**config.mk**
```make
export PLATFORM = sky130hd
export DESIGN_NAME = fbp_flash_block_protection
export DESIGN_NICKNAME = d
export VERILOG_FILES = /design/src/hw/fbp_pkg.sv /design/src/hw/fbp_flash_block_protection.sv
export SDC_FILE = /design/constraint.sdc
export NUM_CORES = 1
export LEC_CHECK = 0
export BUFFER_PORTS_ARGS = -buffer_cell sky130_fd_sc_hd__buf_2
export CAP_MARGIN = 10
export CORE_MARGIN = 4
export CORE_UTILIZATION = 51
export CTS_CLUSTER_DIAMETER = 30
export DETAILED_ROUTE_END_ITERATION = 6
export GPL_TIMING_DRIVEN = 1
export PLACE_DENSITY = 0.86
export SLEW_MARGIN = 20
export SYNTH_ARGS = -nofsm -noshare
export SYNTH_HDL_FRONTEND = slang
export SYNTH_SLANG_ARGS = --single-unit
```
**constraint.sdc**
```tcl
create_clock -name hclk -period 4.37 [get_ports hclk]
set_clock_uncertainty 0.2 [all_clocks]
set_input_delay 0.2185 -clock hclk [delete_from_list [all_inputs] [get_ports hclk]]
set_output_delay 0.2185 -clock hclk [all_outputs]
set_load 0.01 [all_outputs]
```
**src/hw/fbp_pkg.sv**
```systemverilog
// Overview of operation
// - lower area starts 32k below top, grows up
// - upper area ends at top, grows down
// - upper and lower areas never meet
// - protected program or erase refused, violation flag
// - mass erase only when fully unprotected
// - config loaded from stored bytes; ones unprotect
// - unlock bit zero protects whole array
// - high disable one leaves upper area open
// - high size selects 2k to 16k
// - low disable one leaves lower area open
// - low size selects 512 to 4k
// - normal writes may only clear bits
// - added protection lasts until next reset
// - stored bytes protected with upper area
// - special mode lets software set bits
// - one config per array, bank selected
package fbp_pkg;

   localparam int          NUM_BANKS       = 2;
   localparam int          ADDR_W          = 16;

   // register byte offsets
   localparam logic [7:0]  OFS_PROT        = 8'h00;
   localparam logic [7:0]  OFS_CONFIG      = 8'h04;
   localparam logic [7:0]  OFS_ADDR        = 8'h08;
   localparam logic [7:0]  OFS_CMD         = 8'h0c;
   localparam logic [7:0]  OFS_STATUS      = 8'h10;
   localparam logic [7:0]  OFS_MASK        = 8'h14;

   // protection config fields
   localparam int          BIT_UNLOCK      = 7;
   localparam int          BIT_SPARE       = 6;
   localparam int          BIT_HIGH_DIS    = 5;
   localparam int          POS_HIGH_SIZE   = 3;
   localparam int          BIT_LOW_DIS     = 2;
   localparam int          POS_LOW_SIZE    = 0;
   localparam logic [7:0]  PROT_RESET      = 8'hff;

   // config register fields
   localparam int          BIT_BANK_SEL    = 0;
   localparam int          BIT_SPECIAL     = 1;

   // status fields
   localparam int          BIT_VIOL        = 0;
   localparam int          BIT_DONE        = 1;
   localparam int          BIT_BUSY        = 7;
   localparam int          EVENT_W         = 2;

   // area geometry for a 64k array
   localparam logic [16:0] ARRAY_TOP_END   = 17'h10000;
   localparam logic [16:0] LOW_AREA_OFFSET = 17'h08000;
   localparam logic [16:0] LOW_BASE_SIZE   = 17'h00200;
   localparam logic [16:0] HIGH_BASE_SIZE  = 17'h00800;

   // array commands
   localparam logic [1:0]  CMD_NONE        = 2'h0;
   localparam logic [1:0]  CMD_PROGRAM     = 2'h1;
   localparam logic [1:0]  CMD_SECTOR      = 2'h2;
   localparam logic [1:0]  CMD_MASS        = 2'h3;

   typedef enum logic [1:0] {FBP_LOAD, FBP_IDLE, FBP_BUSY} fbp_state_t;

   typedef struct packed {
      logic [1:0]        cmd;
      logic              bank;
      logic [ADDR_W-1:0] addr;
   } fbp_op_t;

   typedef struct packed {
      fbp_state_t                  state;
      logic [NUM_BANKS-1:0][7:0]   prot;
      logic                        bank_sel;
      logic [ADDR_W-1:0]           target;
      logic [EVENT_W-1:0]          status;
      logic [EVENT_W-1:0]          mask;
      logic                        mode_meta;
      logic                        mode_sync;
      logic                        wr_pend;
      logic [7:0]                  wr_addr;
      logic [31:0]                 hrdata;
      logic                        irq;
      logic                        hreadyout;
      logic                        hresp;
      logic                        op_start;
      fbp_op_t                     op;
   } fbp_regs_t;

endpackage

```
**src/hw/fbp_flash_block_protection.sv**
```systemverilog
// The implementer's own choices: the register addresses and the AHB-Lite slave port.
`timescale 1ns/100ps
`default_nettype none
module fbp_flash_block_protection (
   input  wire  logic                                 hclk,
   input  wire  logic                                 hresetn,
   input  wire  logic                                 hsel,
   input  wire  logic [31:0]                          haddr,
   input  wire  logic [1:0]                           htrans,
   input  wire  logic                                 hwrite,
   input  wire  logic [2:0]                           hsize,
   input  wire  logic [31:0]                          hwdata,
   input  wire  logic                                 hready,
   output logic                                       hreadyout,
   output logic [31:0]                                hrdata,
   output logic                                       hresp,
   input  wire  logic [fbp_pkg::NUM_BANKS-1:0][7:0]   stored_prot_bytes,
   input  wire  logic                                 special_mode_async,
   output logic                                       op_start,
   output fbp_pkg::fbp_op_t                           op_req,
   input  wire  logic                                 op_done,
   output logic                                       irq
);
   import fbp_pkg::*;

   fbp_regs_t r;
   fbp_regs_t n;

   // one array: decode the current config against a target address
   function automatic logic addr_protected(input logic [7:0] cfg, input logic [ADDR_W-1:0] a);
      logic [16:0] low_lo;
      logic [16:0] low_hi;
      logic [16:0] high_lo;
      logic [16:0] ax;
      logic        hit;
      ax      = {1'b0, a};
      low_lo  = LOW_AREA_OFFSET;
      low_hi  = LOW_AREA_OFFSET + (LOW_BASE_SIZE << cfg[POS_LOW_SIZE +: 2]);
      high_lo = ARRAY_TOP_END - (HIGH_BASE_SIZE << cfg[POS_HIGH_SIZE +: 2]);
      // largest lower area ends at 0x9000, largest upper starts at 0xc000
      hit     = 1'b0;
      if (!cfg[BIT_UNLOCK]) begin
         hit = 1'b1;
      end else begin
         if (!cfg[BIT_HIGH_DIS] && ax >= high_lo) begin
            hit = 1'b1;
         end
         if (!cfg[BIT_LOW_DIS] && ax >= low_lo && ax < low_hi) begin
            hit = 1'b1;
         end
      end
      // spare bit is never looked at here
      return hit;
   endfunction

   function automatic logic mass_allowed(input logic [7:0] cfg);
      return cfg[BIT_UNLOCK] && cfg[BIT_HIGH_DIS] && cfg[BIT_LOW_DIS];
   endfunction

   logic        addr_ok;
   logic [7:0]  sel_prot;
   logic        viol;

   always_comb begin
      n           = r;
      n.op_start  = 1'b0;
      n.hrdata    = 32'h0000_0000;
      // zero wait states: every transfer completes in one data phase, always okay
      n.hreadyout = 1'b1;
      n.hresp     = 1'b0;
      n.mode_meta = special_mode_async;
      n.mode_sync = r.mode_meta;
      sel_prot    = r.prot[r.bank_sel];
      viol        = 1'b0;
      addr_ok     = hsel && htrans[1] && hready;

      // address phase: reads answer at the next edge, status clears on read
      n.wr_pend = 1'b0;
      if (addr_ok) begin
         if (hwrite) begin
            n.wr_pend = 1'b1;
            n.wr_addr = haddr[7:0];
         end else begin
            unique case (haddr[7:0])
               OFS_PROT:   n.hrdata = {24'h00_0000, sel_prot};
               OFS_CONFIG: n.hrdata = {30'h0, r.mode_sync, r.bank_sel};
               OFS_ADDR:   n.hrdata = {16'h0000, r.target};
               OFS_CMD:    n.hrdata = {30'h0, r.op.cmd};
               OFS_STATUS: begin
                  n.hrdata           = {24'h00_0000, 6'h00, r.status};
                  n.hrdata[BIT_BUSY] = (r.state != FBP_IDLE);
                  n.status           = '0;
               end
               OFS_MASK:   n.hrdata = {30'h0, r.mask};
               default:    n.hrdata = 32'h0000_0000;
            endcase
         end
      end

      // array sequencing; sets below here win over the read clear above
      unique case (r.state)
         FBP_LOAD: begin
            n.prot  = stored_prot_bytes;
            n.state = FBP_IDLE;
         end
         FBP_IDLE: begin
         end
         FBP_BUSY: begin
            if (op_done) begin
               n.state            = FBP_IDLE;
               n.status[BIT_DONE] = 1'b1;
            end
         end
      endcase

      // data phase of a write
      if (r.wr_pend) begin
         unique case (r.wr_addr)
            OFS_PROT: begin
               if (r.state != FBP_LOAD) begin
                  if (r.mode_sync) begin
                     n.prot[r.bank_sel] = hwdata[7:0];
                  end else begin
                     n.prot[r.bank_sel] = sel_prot & hwdata[7:0];
                  end
               end
            end
            OFS_CONFIG: n.bank_sel = hwdata[BIT_BANK_SEL];
            OFS_ADDR:   n.target   = hwdata[ADDR_W-1:0];
            OFS_CMD: begin
               // a command while busy or loading is dropped
               if (r.state == FBP_IDLE && hwdata[1:0] != CMD_NONE) begin
                  if (hwdata[1:0] == CMD_MASS) begin
                     viol = !mass_allowed(sel_prot);
                  end else begin
                     viol = addr_protected(sel_prot, r.target);
                  end
                  if (viol) begin
                     n.status[BIT_VIOL] = 1'b1;
                  end else begin
                     n.op_start = 1'b1;
                     n.op.cmd   = hwdata[1:0];
                     n.op.bank  = r.bank_sel;
                     n.op.addr  = r.target;
                     n.state    = FBP_BUSY;
                  end
               end
            end
            OFS_MASK:   n.mask = hwdata[EVENT_W-1:0];
            default: begin
            end
         endcase
      end

      n.irq = |(n.status & n.mask);
   end

   always_ff @(posedge hclk or negedge hresetn) begin
      if (!hresetn) begin
         r.state     <= FBP_LOAD;
         r.prot      <= {NUM_BANKS{PROT_RESET}};
         r.bank_sel  <= 1'b0;
         r.target    <= '0;
         r.status    <= '0;
         r.mask      <= '0;
         r.mode_meta <= 1'b0;
         r.mode_sync <= 1'b0;
         r.wr_pend   <= 1'b0;
         r.wr_addr   <= 8'h00;
         r.hrdata    <= 32'h0000_0000;
         r.irq       <= 1'b0;
         r.hreadyout <= 1'b0;
         r.hresp     <= 1'b0;
         r.op_start  <= 1'b0;
         r.op        <= '0;
      end else begin
         r <= n;
      end
   end

   assign hreadyout = r.hreadyout;
   assign hresp     = r.hresp;
   assign hrdata    = r.hrdata;
   assign op_start  = r.op_start;
   assign op_req    = r.op;
   assign irq       = r.irq;

endmodule // fbp_flash_block_protection
`default_nettype wire

```
# ---- Yosys cells after proc, flatten, opt, wreduce, memory -nomap -nowiden
# Cells that the tools add are included.
dict set report word_totals {
  regBits 104
  elab_cells 108
}
dict set report op_classes {
  reduce_logical 22
  shift 2
  n_addsub 2
  bitwise_logic 3
  eq_ne 13
  order_cmp 5
  n_mux 43
}
# operator n
set op_table {}
lappend op_table {{16-bit two-way mux} 6}
lappend op_table {{16-bit one-hot mux with 6 select lines} 1}
lappend op_table {{20-bit two-way mux} 4}
lappend op_table {{41-bit two-way mux} 1}
lappend op_table {{35-bit two-way mux} 1}
lappend op_table {{16-bit bitwise mux} 2}
lappend op_table {{8-bit by 4-bit equality test with 1-bit output, second input constant} 4}
lappend op_table {{8-bit by 5-bit equality test with 1-bit output, second input constant} 3}
lappend op_table {{8-bit two-way mux} 3}
lappend op_table {{16-bit by 17-bit adder with 17-bit output, first input constant} 1}
lappend op_table {{16-bit by 17-bit >= comparator with 1-bit output} 1}
lappend op_table {{16-bit by 17-bit less-than comparator with 1-bit output} 1}
lappend op_table {{10-bit by 2-bit left shift with 17-bit output, first input constant} 1}
lappend op_table {{12-bit by 2-bit left shift with 17-bit output, first input constant} 1}
lappend op_table {{17-bit subtractor, first input constant} 1}
lappend op_table {{8-bit by 3-bit equality test with 1-bit output, second input constant} 2}
lappend op_table {{16-bit >= comparator, second input constant} 1}
lappend op_table {{8-bit logical NOT} 2}
lappend op_table {{2-bit two-way mux} 8}
lappend op_table {{1-bit two-way mux} 13}
lappend op_table {{1-bit logical AND} 9}
lappend op_table {{9-bit two-way mux} 1}
lappend op_table {{8-bit AND} 1}
lappend op_table {{8-bit demux with 1-bit select} 1}
lappend op_table {{15 further kinds} 21}

# ---- Logic depth before layout (Yosys ltp)
dict set report depth {
  ltp_word 19
  depth_mapped 10
  ltp_nobuf 8
}

# ---- Least setup slack after synthesis
# No wires, ideal clock.
dict set report synth_path {
  kind {reg2reg}
  from {register r[86] (netlist name)}
  to {register r (netlist bit op_req[16])}
  setup_time_ns 0.128
  arrival_time_ns 2.855
  path_stages_with_launch 11
  path_buffers 2
  slack_ns 1.187
  path_cell_list {dfrtp_1 buf_1 mux2_2 or2_2 ha_1 o21ai_0 a21oi_1 o311ai_2 nor3_4 buf_6 mux2_1}
}
dict set report synth_between {
  elab_chain_len 15
  word_cells_on_any_way 25
}
# item line
set synth_rtl {}
lappend synth_rtl {{start, declared} fbp_flash_block_protection.sv:26} ;# fbp_regs_t r;
lappend synth_rtl {{start signal, assigned} fbp_flash_block_protection.sv:177} ;# r <= n;
lappend synth_rtl {{8-bit two-way mux (implied by the code) (2 in a row)} fbp_flash_block_protection.sv:73} ;# sel_prot = r.prot[r.bank_sel];
lappend synth_rtl {{12-bit by 2-bit left shift with 17-bit output} fbp_flash_block_protection.sv:39} ;# high_lo = ARRAY_TOP_END - (HIGH_BASE_SIZE << cfg[POS_HIGH_SIZE +: 2]);
lappend synth_rtl {{17-bit subtractor} fbp_flash_block_protection.sv:39}
lappend synth_rtl {{16-bit by 17-bit >= comparator with 1-bit output} fbp_flash_block_protection.sv:45} ;# if (!cfg[BIT_HIGH_DIS] && ax >= high_lo) begin
lappend synth_rtl {{1-bit logical AND} fbp_flash_block_protection.sv:45}
lappend synth_rtl {{1-bit two-way mux} fbp_flash_block_protection.sv:45}
lappend synth_rtl {{1-bit two-way mux} fbp_flash_block_protection.sv:48} ;# if (!cfg[BIT_LOW_DIS] && ax >= low_lo && ax < low_hi) begin
lappend synth_rtl {{1-bit two-way mux} fbp_flash_block_protection.sv:42} ;# if (!cfg[BIT_UNLOCK]) begin
lappend synth_rtl {{1-bit two-way mux} fbp_flash_block_protection.sv:133} ;# if (hwdata[1:0] == CMD_MASS) begin
lappend synth_rtl {{1-bit two-way mux} fbp_flash_block_protection.sv:132} ;# if (r.state == FBP_IDLE && hwdata[1:0] != CMD_NONE) begin
lappend synth_rtl {{1-bit two-way mux} fbp_flash_block_protection.sv:118} ;# unique case (r.wr_addr)
lappend synth_rtl {{1-bit two-way mux} fbp_flash_block_protection.sv:117} ;# if (r.wr_pend) begin
lappend synth_rtl {{1-bit NOT (no line)} --}
lappend synth_rtl {{4-bit AND reduction (no line)} --}
# Parallel ways exist; a longest one is shown, timed or not. The select of a mux whose other input is x is not followed.
# A chain may end at the register's enable or synchronous reset.

# ---- Worst setup path after layout
dict set report layout_path {
  from {register r[86] (netlist name)}
  to {register r (netlist bit op_req[0])}
}
dict set report layout_between {
  elab_chain_len 15
  word_cells_on_any_way 25
}
# item line
set layout_rtl {}
lappend layout_rtl {{8-bit two-way mux (implied by the code) * (2 in a row)} fbp_flash_block_protection.sv:73}
lappend layout_rtl {{12-bit by 2-bit left shift with 17-bit output} fbp_flash_block_protection.sv:39}
lappend layout_rtl {{17-bit subtractor} fbp_flash_block_protection.sv:39}
lappend layout_rtl {{16-bit by 17-bit >= comparator with 1-bit output} fbp_flash_block_protection.sv:45}
lappend layout_rtl {{1-bit logical AND} fbp_flash_block_protection.sv:45}
lappend layout_rtl {{1-bit two-way mux} fbp_flash_block_protection.sv:45}
lappend layout_rtl {{1-bit two-way mux} fbp_flash_block_protection.sv:48}
lappend layout_rtl {{1-bit two-way mux} fbp_flash_block_protection.sv:42}
lappend layout_rtl {{1-bit two-way mux *} fbp_flash_block_protection.sv:133}
lappend layout_rtl {{1-bit two-way mux *} fbp_flash_block_protection.sv:132}
lappend layout_rtl {{1-bit two-way mux *} fbp_flash_block_protection.sv:118}
lappend layout_rtl {{1-bit two-way mux *} fbp_flash_block_protection.sv:117}
lappend layout_rtl {{1-bit NOT (no line) *} --}
lappend layout_rtl {{4-bit AND reduction (no line) *} --}
# Mark *: on every way between the ends. The rest lies on a longest branch, timed or not. The select of a mux whose other input is x is not followed.

==> impl_metrics.tcl <==
set metrics [dict create \
    status "finished, final reports clean" \
    ys.flop_type "dfrtp_1" \
    mostFrequentLayoutCell "buf_2" \
    final_cell_mix "84 x buf_2, 72 x dfrtp_1, 46 x mux2_2, 44 x nand2_1, 42 x dlygate4sd3_1" \
    drc 0 \
    slew_viol_final 0 \
    crit_arrival_ns 3.71 \
    grt_util_all_layers_pct 20.2 \
    cts.clk_slew.worst_paths_ns 0.08 \
    fin_crit_ns 3.67 \
    post_cts_resize_count 0 \
    p_per_area_nw_per_um2 320 \
    whs_path_depth 2 \
    grt_max_degree 89 \
    rsz0062_at_grt "false" \
    crit_slowest_cell "dfrtp_1" \
    worstMarginPinSlew_ns 0.756 \
    grt_antenna_before_repair 1 \
    die_area_um2 10300 \
    drive_above_1_share_pct 35.7 \
    place_congestion 0.892 \
    first_iter_violations 159 \
    finalCritPeriodShare_pct 84.0 \
    synth.distinct_cells 46 \
    syn_inst 385 \
    drt-total-wl_mm 9.75 \
    grt-ovfl-total 0 \
    path_class "reg2reg" \
    utilization_pct 62.7 \
    syn-mean-instance-area_um2 11.5 \
    max_stage_delay_ns 0.74 \
    hpwl_mm 6.82 \
    fin_total_pwr_mw 1.67 \
    cts_sinks 88 \
    crit_family "multiplexers" \
    critPathBufInv 1 \
    ios 147 \
    clkLatencyLatePin_ns 0.36 \
    worstPathMaxFanout 14 \
    nets 580 \
    hold_viol_final 0 \
    rows 33 \
    wire_per_inst_um 16.6 \
    first_global_vias 3255 \
    fill_cells 656 \
    port_buffers 85 \
    fmax_mhz 273 \
    die_height_um 101 \
    crit_path_end "op_req[0]" \
    synth_top_cells_by_area "dfrtp_1 41%, mux2_2 12%, dfstp_2 9.5%" \
    routed-via-count 3118 \
    synth_top_area_share_pct 40.6 \
    core_area_um2 8340 \
    cp-startpoint "r[86]" \
    synth_seq_area_share_pct 50.1 \
    critPathRequiredTime_ns 4.41 \
    h-tree-depth 3 \
    grt_pass1_wl_mm 16.1 \
    r2r_setup_slack_ns 0.70 \
    cts_tree "built" \
    peakVddDrop_v 0.000138 \
    synth_edf_count 0 \
    r2r-end "op_req[0]" \
    start_util_pct 53.2 \
    slew_headroom_pct 49.2 \
    worst_path_most_repeated_cell "mux2_2" \
    hold_ws_ns 0.0374 \
    crit_cells 9 \
    firstDrtPassIters 4 \
    max-clock-path-buffers 2 \
    cts_root_buffer "clkbuf_8" \
    layout.cells.non_filler 588 \
    ys_ff_latch 88 \
    cap_violations 0 \
    vias_per_cell 5.30 \
    yosys.area.top_type "dfrtp_1" \
    post-place-cells 531 \
    fin_setup_tns_ns 0 \
    cts_made_buffers 9 \
    synth_warnings 0 \
    critPathCaptureType "flop" \
    cp_cell_sequence "mux2_2 -> or2_2 -> ha_1 -> o21ai_0 -> a21oi_1 -> o311ai_2 -> nor3_4 -> buf_4 -> mux2_2" \
    reg2reg_from "r[86]" \
    hp-class "in2reg" \
    async_flop_share_pct 100 \
    setup_viol_count_final 0 \
    rr_worst_depth 9 \
    min_from "hwdata[0]" \
    syn_to_final_growth_pct 17.9 \
    syn_area_um2 4440 \
    ant_nets 0 \
    p_leak_nw 2.68 \
    die_width_um 101 \
    start_kind "flop" \
]
==> where the power goes <==
group / total (mW) / internal [mW] / switching, mW / leakage, nW
Combinational: 0.230 / 0.113 / 0.117 / 1.45
Clock: 0.524 / 0.256 / 0.267 / 0.0880
Sequential: 0.920 / 0.870 / 0.0502 / 1.14
==> stage by stage <==
step | cell area (µm²) | setup WS, ns
after floorplan | 4500 | 1.19
after global placement | 4630 | 0.791
after detailed placement | 4630 | 0.724
after CTS | 5220 | 0.713
after global routing | 5230 | 0.507
final | 5230 | 0.701
==> cell families (layout without fill, tap and decap cells) <==
family	Yosys count	count (layout)	synth area share, %
compound gates	53	53	8.04
mux	67	67	16.4
other cells	2	21	0.169
simple gates	96	96	12.0
buf+inv	70	149	10.8
flops	88	88	50.1
fa+ha+maj	9	9	2.54
==> metal layers <==
metal  track usage, %  wire (µm)  up-vias
li1                 -          -     1471
met1             25.4       4070     1520
met2             33.6       4790      109
met3             3.86        620       18
met4             9.92        278        0
met5                0          0        -
==> worst min path at each step <==
| stage | endpoint | slack [ns] |
|---|---|---|
| floorplan | hrdata[0] | -0.28 |
| global placement | n[64] | 0.13 |
| detailed placement | n[64] | 0.13 |
| CTS | op_req[17] | 0.009 |
| global route | r[70] | 0.04 |
| finish | r[70] | 0.04 |
==> registers in the layout, indices dropped and copies added (netlist names) <==
| name | cells |
|---|---|
| hreadyout | 1 |
| op_req | 19 |
| n | 1 |
| op_start | 1 |
| hrdata | 16 |
| r | 49 |
| irq | 1 |
==> synthesized netlist by cell type (2+ instances only) <==
cell and n:
dfrtp_1 72, buf_4 53, mux2_2 46, nand2_1 44, o21ai_0 22, mux2i_1 20, dfstp_2 16, nor2_1 14
and3_1 10, ha_1 9, o21a_1 9, clkbuf_1 8, a22oi_1 5, nand2b_1 5, nand4_1 5, inv_1 4
a21oi_1 3, nor3_1 3, a21o_1 2, a221oi_1 2, and2b_1 2, buf_6 2, conb_1 2, nor2b_1 2
nor4_4 2, o2111ai_1 2, o41ai_1 2
==> repair_timing <==
item                                    4_1_cts  5_1_grt
endpoints found under the setup margin        0        0
buffers inserted                              0        0
hold buffers                                 42        0
endpoints found under the hold margin       115        0
==> cell type report <==
type / count / area [µm²] / area share (%)
Antenna cell: 1 / 2.50 / 0.0479
Clock buffer: 10 / 128 / 2.44
Clock inverter: 4 / 47.5 / 0.909
Inverter: 5 / 18.8 / 0.359
Multi-Input combinational cell: 245 / 1800 / 34.5
Sequential cell: 88 / 2220 / 42.5
Tap cell: 105 / 131 / 2.51
Timing Repair Buffer: 130 / 875 / 16.7
No activity file was read; power rests on OpenSTA's default activity.
